### src/logic/hts_pkg.sv
`default_nettype none
package hts_pkg;
  // ==========================================================
  // timing
  localparam int CLK_HZ = 50_000_000;
  localparam int CLK_MHZ = CLK_HZ / 1_000_000;
  localparam int MS_CYC = CLK_HZ / 1000; // cycles per millisecond
  localparam int BOOT_MS = 14; // boot time, kept under 15 ms
  localparam int SETUP_NS = 100; // data setup before clock release
  localparam int SETUP_CYC = (SETUP_NS * CLK_MHZ + 999) / 1000;
  // worst-case conversion times in ms
  localparam logic [7:0] T14_MS = 8'h55; // 85
  localparam logic [7:0] T13_MS = 8'h2B; // 43
  localparam logic [7:0] T12_MS = 8'h16; // 22
  localparam logic [7:0] T11_MS = 8'h0B; // 11
  localparam logic [7:0] H12_MS = 8'h1D; // 29
  localparam logic [7:0] H11_MS = 8'h0F; // 15
  localparam logic [7:0] H10_MS = 8'h09; // 9
  localparam logic [7:0] H8_MS = 8'h04; // 4
  // ==========================================================
  // bus address and commands
  localparam logic [6:0] DEV_ADDR = 7'h40;
  localparam logic [7:0] CMD_T_HOLD = 8'hE3;
  localparam logic [7:0] CMD_H_HOLD = 8'hE5;
  localparam logic [7:0] CMD_T_POLL = 8'hF3;
  localparam logic [7:0] CMD_H_POLL = 8'hF5;
  localparam logic [7:0] CMD_WR_CFG = 8'hE6;
  localparam logic [7:0] CMD_RD_CFG = 8'hE7;
  localparam logic [7:0] CMD_SRST = 8'hFE;
  // ==========================================================
  // checksum
  localparam logic [7:0] CRC_POLY = 8'h31; // x^8 + x^5 + x^4 + 1
  localparam logic [7:0] CRC_INIT = 8'h00;
  // ==========================================================
  // user settings register
  typedef struct packed {
    logic res_hi;
    logic low_supply;
    logic [2:0] rsvd;
    logic heater;
    logic no_reload;
    logic res_lo;
  } hts_cfg_s;
  localparam logic [2:0] RSVD_DEF = 3'h7;
  localparam hts_cfg_s CFG_RST = '{1'b0, 1'b0, RSVD_DEF, 1'b0, 1'b1, 1'b0};
  typedef enum logic [2:0] {
    ST_BOOT = 3'h0,
    ST_IDLE = 3'h1,
    ST_ADDR = 3'h2,
    ST_RX = 3'h3,
    ST_ACK = 3'h4,
    ST_TX = 3'h5,
    ST_TXACK = 3'h6,
    ST_HOLD = 3'h7
  } hts_state_e;
  // ==========================================================
  // helpers
  function automatic logic [7:0] conv_ms(input logic hum, input logic [1:0] res);
    case ({hum, res})
      3'h0: conv_ms = T14_MS;
      3'h1: conv_ms = T12_MS;
      3'h2: conv_ms = T13_MS;
      3'h3: conv_ms = T11_MS;
      3'h4: conv_ms = H12_MS;
      3'h5: conv_ms = H8_MS;
      3'h6: conv_ms = H10_MS;
      default: conv_ms = H11_MS;
    endcase
  endfunction
  function automatic logic [7:0] crc8(input logic [15:0] d);
    logic [7:0] c;
    c = CRC_INIT;
    for (int i = 15; i >= 0; i--) begin
      c = (c[7] ^ d[i]) ? ((c << 1) ^ CRC_POLY) : (c << 1);
    end
    return c;
  endfunction
endpackage
`default_nettype wire

### src/logic/hts_sensor_if.sv
`timescale 1ns/100ps
`default_nettype none
module hts_sensor_if #(
  parameter int MS_CYC = hts_pkg::MS_CYC
) (
  input wire logic sys_clk_i,
  input wire logic srst_i,
  input wire logic scl_i,
  output logic scl_o,
  output logic scl_oe_n_o,
  input wire logic sda_i,
  output logic sda_o,
  output logic sda_oe_n_o,
  input wire logic [15:0] temp_raw_i,
  input wire logic [15:0] humidity_reading_i,
  input wire logic supply_low_i,
  output logic heater_en_o,
  output logic idle_o,
  output logic conv_busy_o
);
  localparam logic [31:0] BOOT_CYC = 32'(hts_pkg::BOOT_MS * MS_CYC);
  localparam logic [3:0] SETUP_CYC = 4'(hts_pkg::SETUP_CYC);

  // ==========================================================
  // pin synchronisers and bus events
  logic scl_s1_r, scl_s2_r, scl_d_r;
  logic sda_s1_r, sda_s2_r, sda_d_r;
  logic sup_s1_r, sup_s2_r;

  // two flops per pin, third on scl and sda for edge finding
  always_ff @(posedge sys_clk_i) begin
    scl_s1_r <= scl_i;
    scl_s2_r <= scl_s1_r;
    scl_d_r <= scl_s2_r;
    sda_s1_r <= sda_i;
    sda_s2_r <= sda_s1_r;
    sda_d_r <= sda_s2_r;
    sup_s1_r <= supply_low_i;
    sup_s2_r <= sup_s1_r;
  end

  wire scl_rise = scl_s2_r & ~scl_d_r;
  wire scl_fall = ~scl_s2_r & scl_d_r;
  wire start_det = scl_s2_r & scl_d_r & sda_d_r & ~sda_s2_r;
  wire stop_det = scl_s2_r & scl_d_r & ~sda_d_r & sda_s2_r;

  // ==========================================================
  // state
  hts_pkg::hts_state_e state_r;
  hts_pkg::hts_cfg_s cfg_r;
  hts_pkg::hts_cfg_s cfg_dflt;
  logic [3:0] bit_cnt_r;
  logic [7:0] sh_r;
  logic [7:0] cmd_r;
  logic [1:0] byte_idx_r;
  logic ack_rd_r, tx_reg_r, wr_cfg_r, rst_pend_r, mack_r;
  logic conv_busy_r, conv_hold_r, conv_hum_r, res_valid_r;
  logic [1:0] conv_res_r;
  logic [31:0] cnt_r;
  logic [15:0] res_r;
  logic [7:0] crc_r;
  logic [3:0] setup_r;
  logic scl_oe_n_r, sda_oe_n_r, idle_r, drv0_r;

  // defaults with the heater bit carried over
  always_comb begin
    cfg_dflt = hts_pkg::CFG_RST;
    cfg_dflt.heater = cfg_r.heater;
  end

  // ==========================================================
  // decoding
  wire byte8 = scl_fall && (bit_cnt_r == 4'h8);
  wire addr_hit = sh_r[7:1] == hts_pkg::DEV_ADDR;
  wire hdr_rd = sh_r[0];
  wire rd_reg = cmd_r == hts_pkg::CMD_RD_CFG;
  wire rd_meas = (cmd_r == hts_pkg::CMD_T_HOLD) | (cmd_r == hts_pkg::CMD_H_HOLD)
    | (cmd_r == hts_pkg::CMD_T_POLL) | (cmd_r == hts_pkg::CMD_H_POLL);
  wire new_hold = (sh_r == hts_pkg::CMD_T_HOLD) | (sh_r == hts_pkg::CMD_H_HOLD);
  wire new_poll = (sh_r == hts_pkg::CMD_T_POLL) | (sh_r == hts_pkg::CMD_H_POLL);
  wire new_hum = (sh_r == hts_pkg::CMD_H_HOLD) | (sh_r == hts_pkg::CMD_H_POLL);
  wire rd_ok = rd_reg | (rd_meas & (res_valid_r | (conv_busy_r & conv_hold_r)));
  wire hdr_ack = addr_hit & (~hdr_rd | rd_ok);
  wire [1:0] cur_res = {cfg_r.res_hi, cfg_r.res_lo};
  wire [1:0] dflt_res = {hts_pkg::CFG_RST.res_hi, hts_pkg::CFG_RST.res_lo};
  wire [31:0] conv_lim = 32'(hts_pkg::conv_ms(conv_hum_r, conv_res_r)) * 32'(MS_CYC);
  wire [15:0] raw = conv_hum_r ? humidity_reading_i : temp_raw_i;
  wire [15:0] res_word = {raw[15:2], conv_hum_r, 1'b0};
  wire [1:0] ld_idx = (state_r == hts_pkg::ST_TXACK) ? byte_idx_r + 2'h1 : 2'h0;
  wire [7:0] ld_byte = tx_reg_r ? cfg_r : (ld_idx == 2'h0) ? res_r[15:8]
    : (ld_idx == 2'h1) ? res_r[7:0] : crc_r;

  // ==========================================================
  // bus engine, conversion timer and settings
  always_ff @(posedge sys_clk_i) begin
    if (srst_i) begin
      state_r <= hts_pkg::ST_BOOT;
      cfg_r <= hts_pkg::CFG_RST;
      bit_cnt_r <= 4'h0;
      sh_r <= 8'h00;
      cmd_r <= 8'h00;
      byte_idx_r <= 2'h0;
      ack_rd_r <= 1'b0;
      tx_reg_r <= 1'b0;
      wr_cfg_r <= 1'b0;
      rst_pend_r <= 1'b0;
      mack_r <= 1'b0;
      conv_busy_r <= 1'b0;
      conv_hold_r <= 1'b0;
      conv_hum_r <= 1'b0;
      conv_res_r <= 2'h0;
      res_valid_r <= 1'b0;
      cnt_r <= 32'h0;
      res_r <= 16'h0000;
      crc_r <= 8'h00;
      setup_r <= 4'h0;
      scl_oe_n_r <= 1'b1;
      sda_oe_n_r <= 1'b1;
    end else begin
      // conversion timer
      if (conv_busy_r) begin
        if (cnt_r >= conv_lim - 32'h1) begin
          conv_busy_r <= 1'b0;
          res_valid_r <= 1'b1;
          res_r <= res_word;
          crc_r <= hts_pkg::crc8(res_word);
          cfg_r.low_supply <= sup_s2_r;
        end else begin
          cnt_r <= cnt_r + 32'h1;
        end
      end
      // clock release after data setup
      if (setup_r != 4'h0) begin
        setup_r <= setup_r - 4'h1;
        if (setup_r == 4'h1) begin
          scl_oe_n_r <= 1'b1;
        end
      end
      // bit counting and sampling
      if (scl_rise && (state_r == hts_pkg::ST_ADDR || state_r == hts_pkg::ST_RX)) begin
        sh_r <= {sh_r[6:0], sda_s2_r};
        bit_cnt_r <= bit_cnt_r + 4'h1;
      end
      if (scl_rise && state_r == hts_pkg::ST_TX) begin
        bit_cnt_r <= bit_cnt_r + 4'h1;
      end
      case (state_r)
        hts_pkg::ST_BOOT: begin
          if (cnt_r >= BOOT_CYC - 32'h1) begin
            state_r <= hts_pkg::ST_IDLE;
          end else begin
            cnt_r <= cnt_r + 32'h1;
          end
        end
        hts_pkg::ST_ADDR: begin
          if (byte8) begin
            if (hdr_ack) begin
              state_r <= hts_pkg::ST_ACK;
              sda_oe_n_r <= 1'b0;
              ack_rd_r <= hdr_rd;
              tx_reg_r <= rd_reg;
            end else begin
              state_r <= hts_pkg::ST_IDLE;
            end
          end
        end
        hts_pkg::ST_RX: begin
          if (byte8) begin
            state_r <= hts_pkg::ST_ACK;
            sda_oe_n_r <= 1'b0;
            ack_rd_r <= 1'b0;
            if (wr_cfg_r) begin
              wr_cfg_r <= 1'b0;
              cfg_r.res_hi <= sh_r[7];
              cfg_r.heater <= sh_r[2];
              cfg_r.no_reload <= sh_r[1];
              cfg_r.res_lo <= sh_r[0];
            end else begin
              cmd_r <= sh_r;
              wr_cfg_r <= sh_r == hts_pkg::CMD_WR_CFG;
              rst_pend_r <= sh_r == hts_pkg::CMD_SRST;
              if (new_hold || new_poll) begin
                conv_busy_r <= 1'b1;
                conv_hold_r <= new_hold;
                conv_hum_r <= new_hum;
                res_valid_r <= 1'b0;
                cnt_r <= 32'h0;
                conv_res_r <= cfg_r.no_reload ? cur_res : dflt_res;
                if (!cfg_r.no_reload) begin
                  cfg_r <= cfg_dflt;
                end
              end
            end
          end
        end
        hts_pkg::ST_ACK: begin
          if (scl_fall) begin
            sda_oe_n_r <= 1'b1;
            bit_cnt_r <= 4'h0;
            byte_idx_r <= 2'h0;
            if (rst_pend_r) begin
              rst_pend_r <= 1'b0;
              state_r <= hts_pkg::ST_BOOT;
              cfg_r <= cfg_dflt;
              conv_busy_r <= 1'b0;
              res_valid_r <= 1'b0;
              cnt_r <= 32'h0;
            end else if (!ack_rd_r) begin
              state_r <= hts_pkg::ST_RX;
            end else if (tx_reg_r || res_valid_r) begin
              state_r <= hts_pkg::ST_TX;
              sda_oe_n_r <= ld_byte[7];
              sh_r <= {ld_byte[6:0], 1'b0};
              res_valid_r <= tx_reg_r & res_valid_r;
            end else begin
              state_r <= hts_pkg::ST_HOLD;
              scl_oe_n_r <= 1'b0;
            end
          end
        end
        hts_pkg::ST_HOLD: begin
          if (res_valid_r) begin
            res_valid_r <= 1'b0;
            state_r <= hts_pkg::ST_TX;
            sda_oe_n_r <= ld_byte[7];
            sh_r <= {ld_byte[6:0], 1'b0};
            setup_r <= SETUP_CYC;
          end
        end
        hts_pkg::ST_TX: begin
          if (byte8) begin
            sda_oe_n_r <= 1'b1;
            state_r <= hts_pkg::ST_TXACK;
          end else if (scl_fall) begin
            sda_oe_n_r <= sh_r[7];
            sh_r <= {sh_r[6:0], 1'b0};
          end
        end
        hts_pkg::ST_TXACK: begin
          if (scl_rise) begin
            mack_r <= ~sda_s2_r;
          end
          if (scl_fall) begin
            if (mack_r && !tx_reg_r && byte_idx_r != 2'h2) begin
              byte_idx_r <= ld_idx;
              bit_cnt_r <= 4'h0;
              state_r <= hts_pkg::ST_TX;
              sda_oe_n_r <= ld_byte[7];
              sh_r <= {ld_byte[6:0], 1'b0};
            end else begin
              state_r <= hts_pkg::ST_IDLE;
            end
          end
        end
        default: begin
        end
      endcase
      // start and stop override everything outside boot and hold
      if (state_r != hts_pkg::ST_BOOT && state_r != hts_pkg::ST_HOLD) begin
        if (start_det) begin
          state_r <= hts_pkg::ST_ADDR;
          bit_cnt_r <= 4'h0;
          sda_oe_n_r <= 1'b1;
        end else if (stop_det) begin
          state_r <= hts_pkg::ST_IDLE;
          sda_oe_n_r <= 1'b1;
        end
      end
    end
  end

  // ==========================================================
  // status outputs
  always_ff @(posedge sys_clk_i) begin
    if (srst_i) begin
      idle_r <= 1'b0;
      drv0_r <= 1'b0;
    end else begin
      idle_r <= (state_r == hts_pkg::ST_IDLE) && !conv_busy_r;
    end
  end

  assign scl_o = drv0_r;
  assign sda_o = drv0_r;
  assign scl_oe_n_o = scl_oe_n_r;
  assign sda_oe_n_o = sda_oe_n_r;
  assign heater_en_o = cfg_r.heater;
  assign idle_o = idle_r;
  assign conv_busy_o = conv_busy_r;
endmodule
`default_nettype wire

### config.mk
export PLATFORM = sky130hd
export DESIGN_NAME = hts_sensor_if
export DESIGN_NICKNAME = d
export VERILOG_FILES = /design/src/logic/hts_pkg.sv /design/src/logic/hts_sensor_if.sv
export SDC_FILE = /design/constraint.sdc
export NUM_CORES = 1
export LEC_CHECK = 0
export ABC_AREA = 1
export BUFFER_PORTS_ARGS = -buffer_cell sky130_fd_sc_hd__buf_4
export CORE_ASPECT_RATIO = 0.5
export CORE_MARGIN = 10
export CORE_UTILIZATION = 45
export CTS_CLUSTER_DIAMETER = 40
export DETAILED_ROUTE_END_ITERATION = 6
export GPL_TIMING_DRIVEN = 0
export SLEW_MARGIN = 20
export SYNTH_ARGS = -nofsm -noshare
export SYNTH_HDL_FRONTEND = slang
export SYNTH_SLANG_ARGS = --single-unit
### constraint.sdc
create_clock -name sys_clk_i -period 7.4 [get_ports sys_clk_i]
set_input_delay 1.48 -clock sys_clk_i [delete_from_list [all_inputs] [get_ports sys_clk_i]]
set_output_delay 1.48 -clock sys_clk_i [all_outputs]
set_load 0.01 [all_outputs]
# Word-level counts from Yosys, hierarchy flattened
# Cells that the tools add are included.
[classes]
add_sub_neg = 5
multipliers = 1
n_lt_le_gt_ge = 2
n_eq_ne = 42
muxes = 136
n_bitwise = 56
n_reduce_logical = 33
[ops]
columns = ["operator", "n"]
rows = [
  ["$mux 32", 8],
  ["$mux 8", 18],
  ["$mux 6", 16],
  ["$pmux 32 s3", 1],
  ["$eq 8x8->1 const B", 11],
  ["$mux 1", 49],
  ["$pmux 7 s7", 1],
  ["$mux 3", 15],
  ["$not 3->3", 15],
  ["$mux 4", 11],
  ["$add 32x1->32 const B", 1],
  ["$ge 32x20->1 const B", 1],
  ["$ge 32x32->1", 1],
  ["$pmux 8 s4", 1],
  ["$sub 24x1->25 const B", 1],
  ["$eq 3x3->1 const B", 7],
  ["$pmux 3 s7", 1],
  ["$mul 8x12->20 const B", 1],
  ["$reduce_and 4->1", 5],
  ["$ne 2x2->1 const B", 9],
  ["$mux 16", 1],
  ["$pmux 8 s2", 1],
  ["$eq 3x2->1 const B", 4],
  ["$mux 2", 6],
  ["34 further kinds", 90],
]
[word_totals]
reg_bits = 114
inputBits = 37
output_inout_bits = 7

# Longest topological paths before layout
[logic_depth]
word_depth = 32
ltp_mapped = 32
ltp_nobuf = 29

# Worst setup path after synthesis
# Ideal clock, no wire load.
[synth_path]
kind = "register -> register"
from = "register conv_hum_r"
to = "register cnt_r[4]"
setup_time_ns = 0.132
arrival_time_ns = 4.504
path_slack_ns = 2.764
path_stages_with_launch = 29
synth_period_minus_slack_ns = 4.636
cell_sequence = "dfxtp_1 inv_2 buf_6 buf_6 nor2_1 inv_1 nand2_1 ha_1 xor2_1 fa_1 ha_1 ha_1 a21oi_1 nor2_1 a211oi_1 o221ai_1 a21oi_1 xor2_1 ha_1 nand2_1 inv_1 o21ai_0 a21oi_1 nor3_2 nand3_1 buf_2 buf_2 a22oi_1 nor3_1"
[synth_via]
elab_chain_len = 11
[synth_lines]
columns = ["item", "line_no", "text"]
rows = [
  ["from (decl)", "hts_sensor_if.sv:57", "logic conv_busy_r, conv_hold_r, conv_hum_r, res_valid_r;"],
  ["from (signal assigned)", "hts_sensor_if.sv:185", "conv_hum_r <= new_hum;"],
  ["$eq 3x3->1 (tied with other cells)", "hts_pkg.sv:59", "case ({hum, res})"],
  ["$pmux 7 s7 *", "hts_pkg.sv:59", ""],
  ["$mul 8x12->20 *", "hts_sensor_if.sv:86", "wire [31:0] conv_lim = 32'(hts_pkg::conv_ms(conv_hum_r, conv_res_r)) * 32'(MS_CYC);"],
  ["$sub 24x1->25 *", "hts_sensor_if.sv:122", "if (cnt_r >= conv_lim - 32'h1) begin"],
  ["$ge 32x32->1 *", "hts_sensor_if.sv:122", ""],
  ["$mux 32 *", "hts_sensor_if.sv:122", ""],
  ["$mux 32 *", "hts_sensor_if.sv:121", "if (conv_busy_r) begin"],
  ["$mux 32", "hts_sensor_if.sv:182", "if (new_hold || new_poll) begin"],
  ["$mux 32", "hts_sensor_if.sv:172", "if (wr_cfg_r) begin"],
  ["$mux 32", "hts_sensor_if.sv:168", "if (byte8) begin"],
  ["$pmux 32 s3 *", "hts_sensor_if.sv:147", "case (state_r)"],
  ["to (signal assigned)", "hts_sensor_if.sv:129", "cnt_r <= cnt_r + 32'h1;"],
  ["to (signal assigned)", "hts_sensor_if.sv:152", "cnt_r <= cnt_r + 32'h1;"],
  ["to (decl)", "hts_sensor_if.sv:59", "logic [31:0] cnt_r;"],
]
# Mark *: on every way between the ends. The rest lies on a longest branch, timed or not.
# A chain may end at the register's enable or synchronous reset.

# Worst setup path in the final report
[layout_path]
from = "register conv_hum_r"
to = "register cnt_r[15]"
# The elaborated chain is that of the path after synthesis.

==> impl_results.md <==
* Normalized max-slew margin at 39.7%
* Vias in the first global route at 7,635
* P&R area growth vs syn at 10.5%
* PostCTS Resize Cnt at 0
* Largest net degree at the start of global routing at 22
* WL final at 25.1 mm
* CTS Buf Count at 9
* Startpoint types: register
* Sequential share of the synthesized area at 26.9%
* Synth Register Bits at 112
* Fmax at 171 MHz
* FP Rows at 35
* Peak VDD IR at 0.000111 V
* Share of post-route cells with drive strength above 1 at 10.9%
* Filler cell count at 1,907
* Clk sinks at 112
* Slew @ Worst Pin at 0.905 ns
* CTS tree: built
* Total chip power at 0.00129 W
* GPL Wtd Cong at 0.924
* Crit-path max FO at 10
* Lkg Pwr at 4.03 nW
* First drt pass iteration count at 5
* CTS clk-pin slew, worst paths at 0.08 ns
* Post-DP HPWL at 20.1 mm
* First-pass GRT wire length at 40.0 mm
* Post-Synthesis Cell Area at 8320 um^2
* Clock root buffer: clkbuf_16
* Setup bufs post-CTS at 0
* Tcrit/Tclk final at 78.8%
* Final nets at 1,396
* Clk Latency, worst-skew pair at 0.37 ns
* Port-buffer cells at 36
* Core ar. at 18,300 um^2
* Post-layout min period at 5.83 ns
* Worst endpoint required time at 7.61 ns
* Per-cell routed wire length at 16.3 um
* Sum of negative setup slack at 0 ns
* Unrepaired setup endpoints after global routing: no
* Most frequent cell after synthesis: nand2_1
* Ant diodes at 0
* Clock skew after layout at 0.0129 ns
* Top FF cell, synth: dfxtp_1
* Power Density at 140 nW/um^2
* Critical path class: register to register
* MaxCap Viol Count at 0
* Final Hold Viols at 0
* Critical Path End Type: register
* All-Layer GR Usage at 20.4%
* Die footprint at 24,700 um^2
* Ys async rst share at 0%
* Via count at 8,400
* GRT overflow at 0
* Worst EP arrival at 6.04 ns
* # IOs at 44
* Slew Limit Fails at 0
* Syn avg cell area at 6.68 um^2
* Commonest cells in the netlist: nand2_1, inv_1, dfxtp_1
* H-tree Lvls at 3
* Top cell type's share of synthesized area at 26.9%
* Die width at 212 um
* Initial antenna violation count at 0
* Cell variety after synth at 55
* Synth area leaders: dfxtp_1, nand2_1, ha_1
* Cells after synthesis at 1,245
* Largest area contributor in the netlist: dfxtp_1
* Status: finished clean
* Via/cell ratio at 5.46
* Final setup violation count at 0
* Residual DRC at 0
* DRT iter0 DRCs at 660
* Starting Density at 45.6%
* YS warnings at 0
* Deepest clock path buffer count at 2
* Post-synth EDFFs at 0
* Hold Path Class: register to register
* Hold_buf cts at 0
* Die Y at 116 um
* Final ANT Viol Nets at 0
## report_power, final
part,leakage [nW],internal [W],switching (W)
clock network,0.147,0.000239,0.000258
registers,0.906,0.000615,0.0000113
logic,2.98,0.0000609,0.000102
total,4.03,0.000916,0.000372
## per-stage QoR
| step | worst slack [ns] | utilization, % | instances | hold WS, ns | instance area (um^2) |
|---|---|---|---|---|---|
| global placement | 1.77 | 48.7 | 1522 | 0.344 | 8890 |
| finish | 1.57 | 50.3 | 1538 | 0.363 | 9190 |
| CTS | 1.58 | 50.3 | 1538 | 0.365 | 9190 |
| detailed placement | 1.69 | 48.7 | 1522 | 0.351 | 8890 |
| global route | 1.27 | 50.3 | 1538 | 0.370 | 9190 |
| floorplan | 2.76 | - | 1246 | 0.310 | 8320 |
## logic make-up (layout without fill, tap and decap cells)
| logic type | count (synthesis) | after routing | synth area share, % |
|---|---|---|---|
| simple gates | 570 | 570 | 30.8 |
| compound gates | 251 | 251 | 17.3 |
| buf+inv | 198 | 250 | 9.86 |
| flops | 112 | 112 | 26.9 |
| fa+ha+maj | 66 | 66 | 10.1 |
| xor+xnor | 46 | 46 | 4.84 |
| other cells | 2 | 3 | 0.0903 |
## registers in the layout, indices dropped and copies added (netlist names), 2 cells and up
name	cells
cnt_r	32
res_r	15
cmd_r	8
crc_r	8
sh_r	8
cfg_r	5
bit_cnt_r	4
setup_r	4
state_r	3
byte_idx_r	2
conv_res_r	2
## metal layers
layer  up-vias  track usage (%)  share of wire, %
li1       4242                -                 -
met1      3937             29.2                51
met2       198             31.0                42
met3        23             4.13               6.0
met4         0             3.45               1.1
met5         -                0                 0
## critical path, stage by stage (launching register included)
cell and delay, ns:
dfxtp_1 0.51, buf_6 0.24, buf_8 0.18, nand2_1 0.17
nand2_1 0.20, ha_1 0.29, xor2_1 0.18, fa_1 0.39
ha_1 0.30, ha_1 0.34, a21oi_1 0.20, nor2_1 0.06
a211oi_1 0.21, o221ai_1 0.16, a21oi_1 0.16, xor2_1 0.22
ha_1 0.28, nand2_1 0.07, inv_1 0.05, o21ai_0 0.07
a21oi_1 0.10, nor3_2 0.33, nand3_1 0.20, buf_2 0.24
buf_2 0.23, a22oi_1 0.23, nor3_1 0.07
## cell type report
type	instances	area [um^2]	area share [%]
buffer	39	221	2.41
clock buffer	9	225	2.45
clock inverter	7	70.1	0.762
inverter	159	599	6.52
multi-input combinational	936	5260	57.2
sequential	112	2240	24.4
tap	240	300	3.27
timing repair buffer	36	270	2.94
## path summary, 6_finish.rpt
path | startpoint | to | slack, ns | cells past startpoint
max | conv_hum_r | cnt_r[15] | 1.57 | 26
min | sup_s1_r | sup_s2_r | 0.36 | 0
max reg2reg | conv_hum_r | cnt_r[15] | 1.57 | 26
min reg2reg | sup_s1_r | sup_s2_r | 0.36 | 0
## layout by cell type (no fill, tap or decap), types with 4 or more instances in the layout
cell type | synthesis | routed
a22oi_1 | 14 | 14
o21ai_1 | 5 | 5
or2_1 | 6 | 6
nand2_2 | 25 | 25
buf_4 | 4 | 40
nand2_1 | 268 | 268
clkbuf_1 | 15 | 15
xnor2_1 | 16 | 16
inv_1 | 147 | 147
or2_2 | 4 | 4
inv_2 | 10 | 10
o21ai_2 | 4 | 4
o211ai_1 | 9 | 9
nand4_1 | 14 | 14
nor2_2 | 6 | 6
xor2_1 | 30 | 30
buf_6 | 4 | 4
nand3_1 | 82 | 82
a211oi_1 | 12 | 12
a21oi_1 | 95 | 95
o221ai_1 | 4 | 4
nor2_1 | 103 | 103
a31oi_1 | 9 | 9
clkbuf_16 | 0 | 9
nor3_1 | 37 | 37
ha_1 | 64 | 64
dfxtp_1 | 112 | 112
o21ai_0 | 82 | 82
nor4_1 | 7 | 7
buf_2 | 15 | 15
No activity file was read; power rests on OpenSTA's default activity.
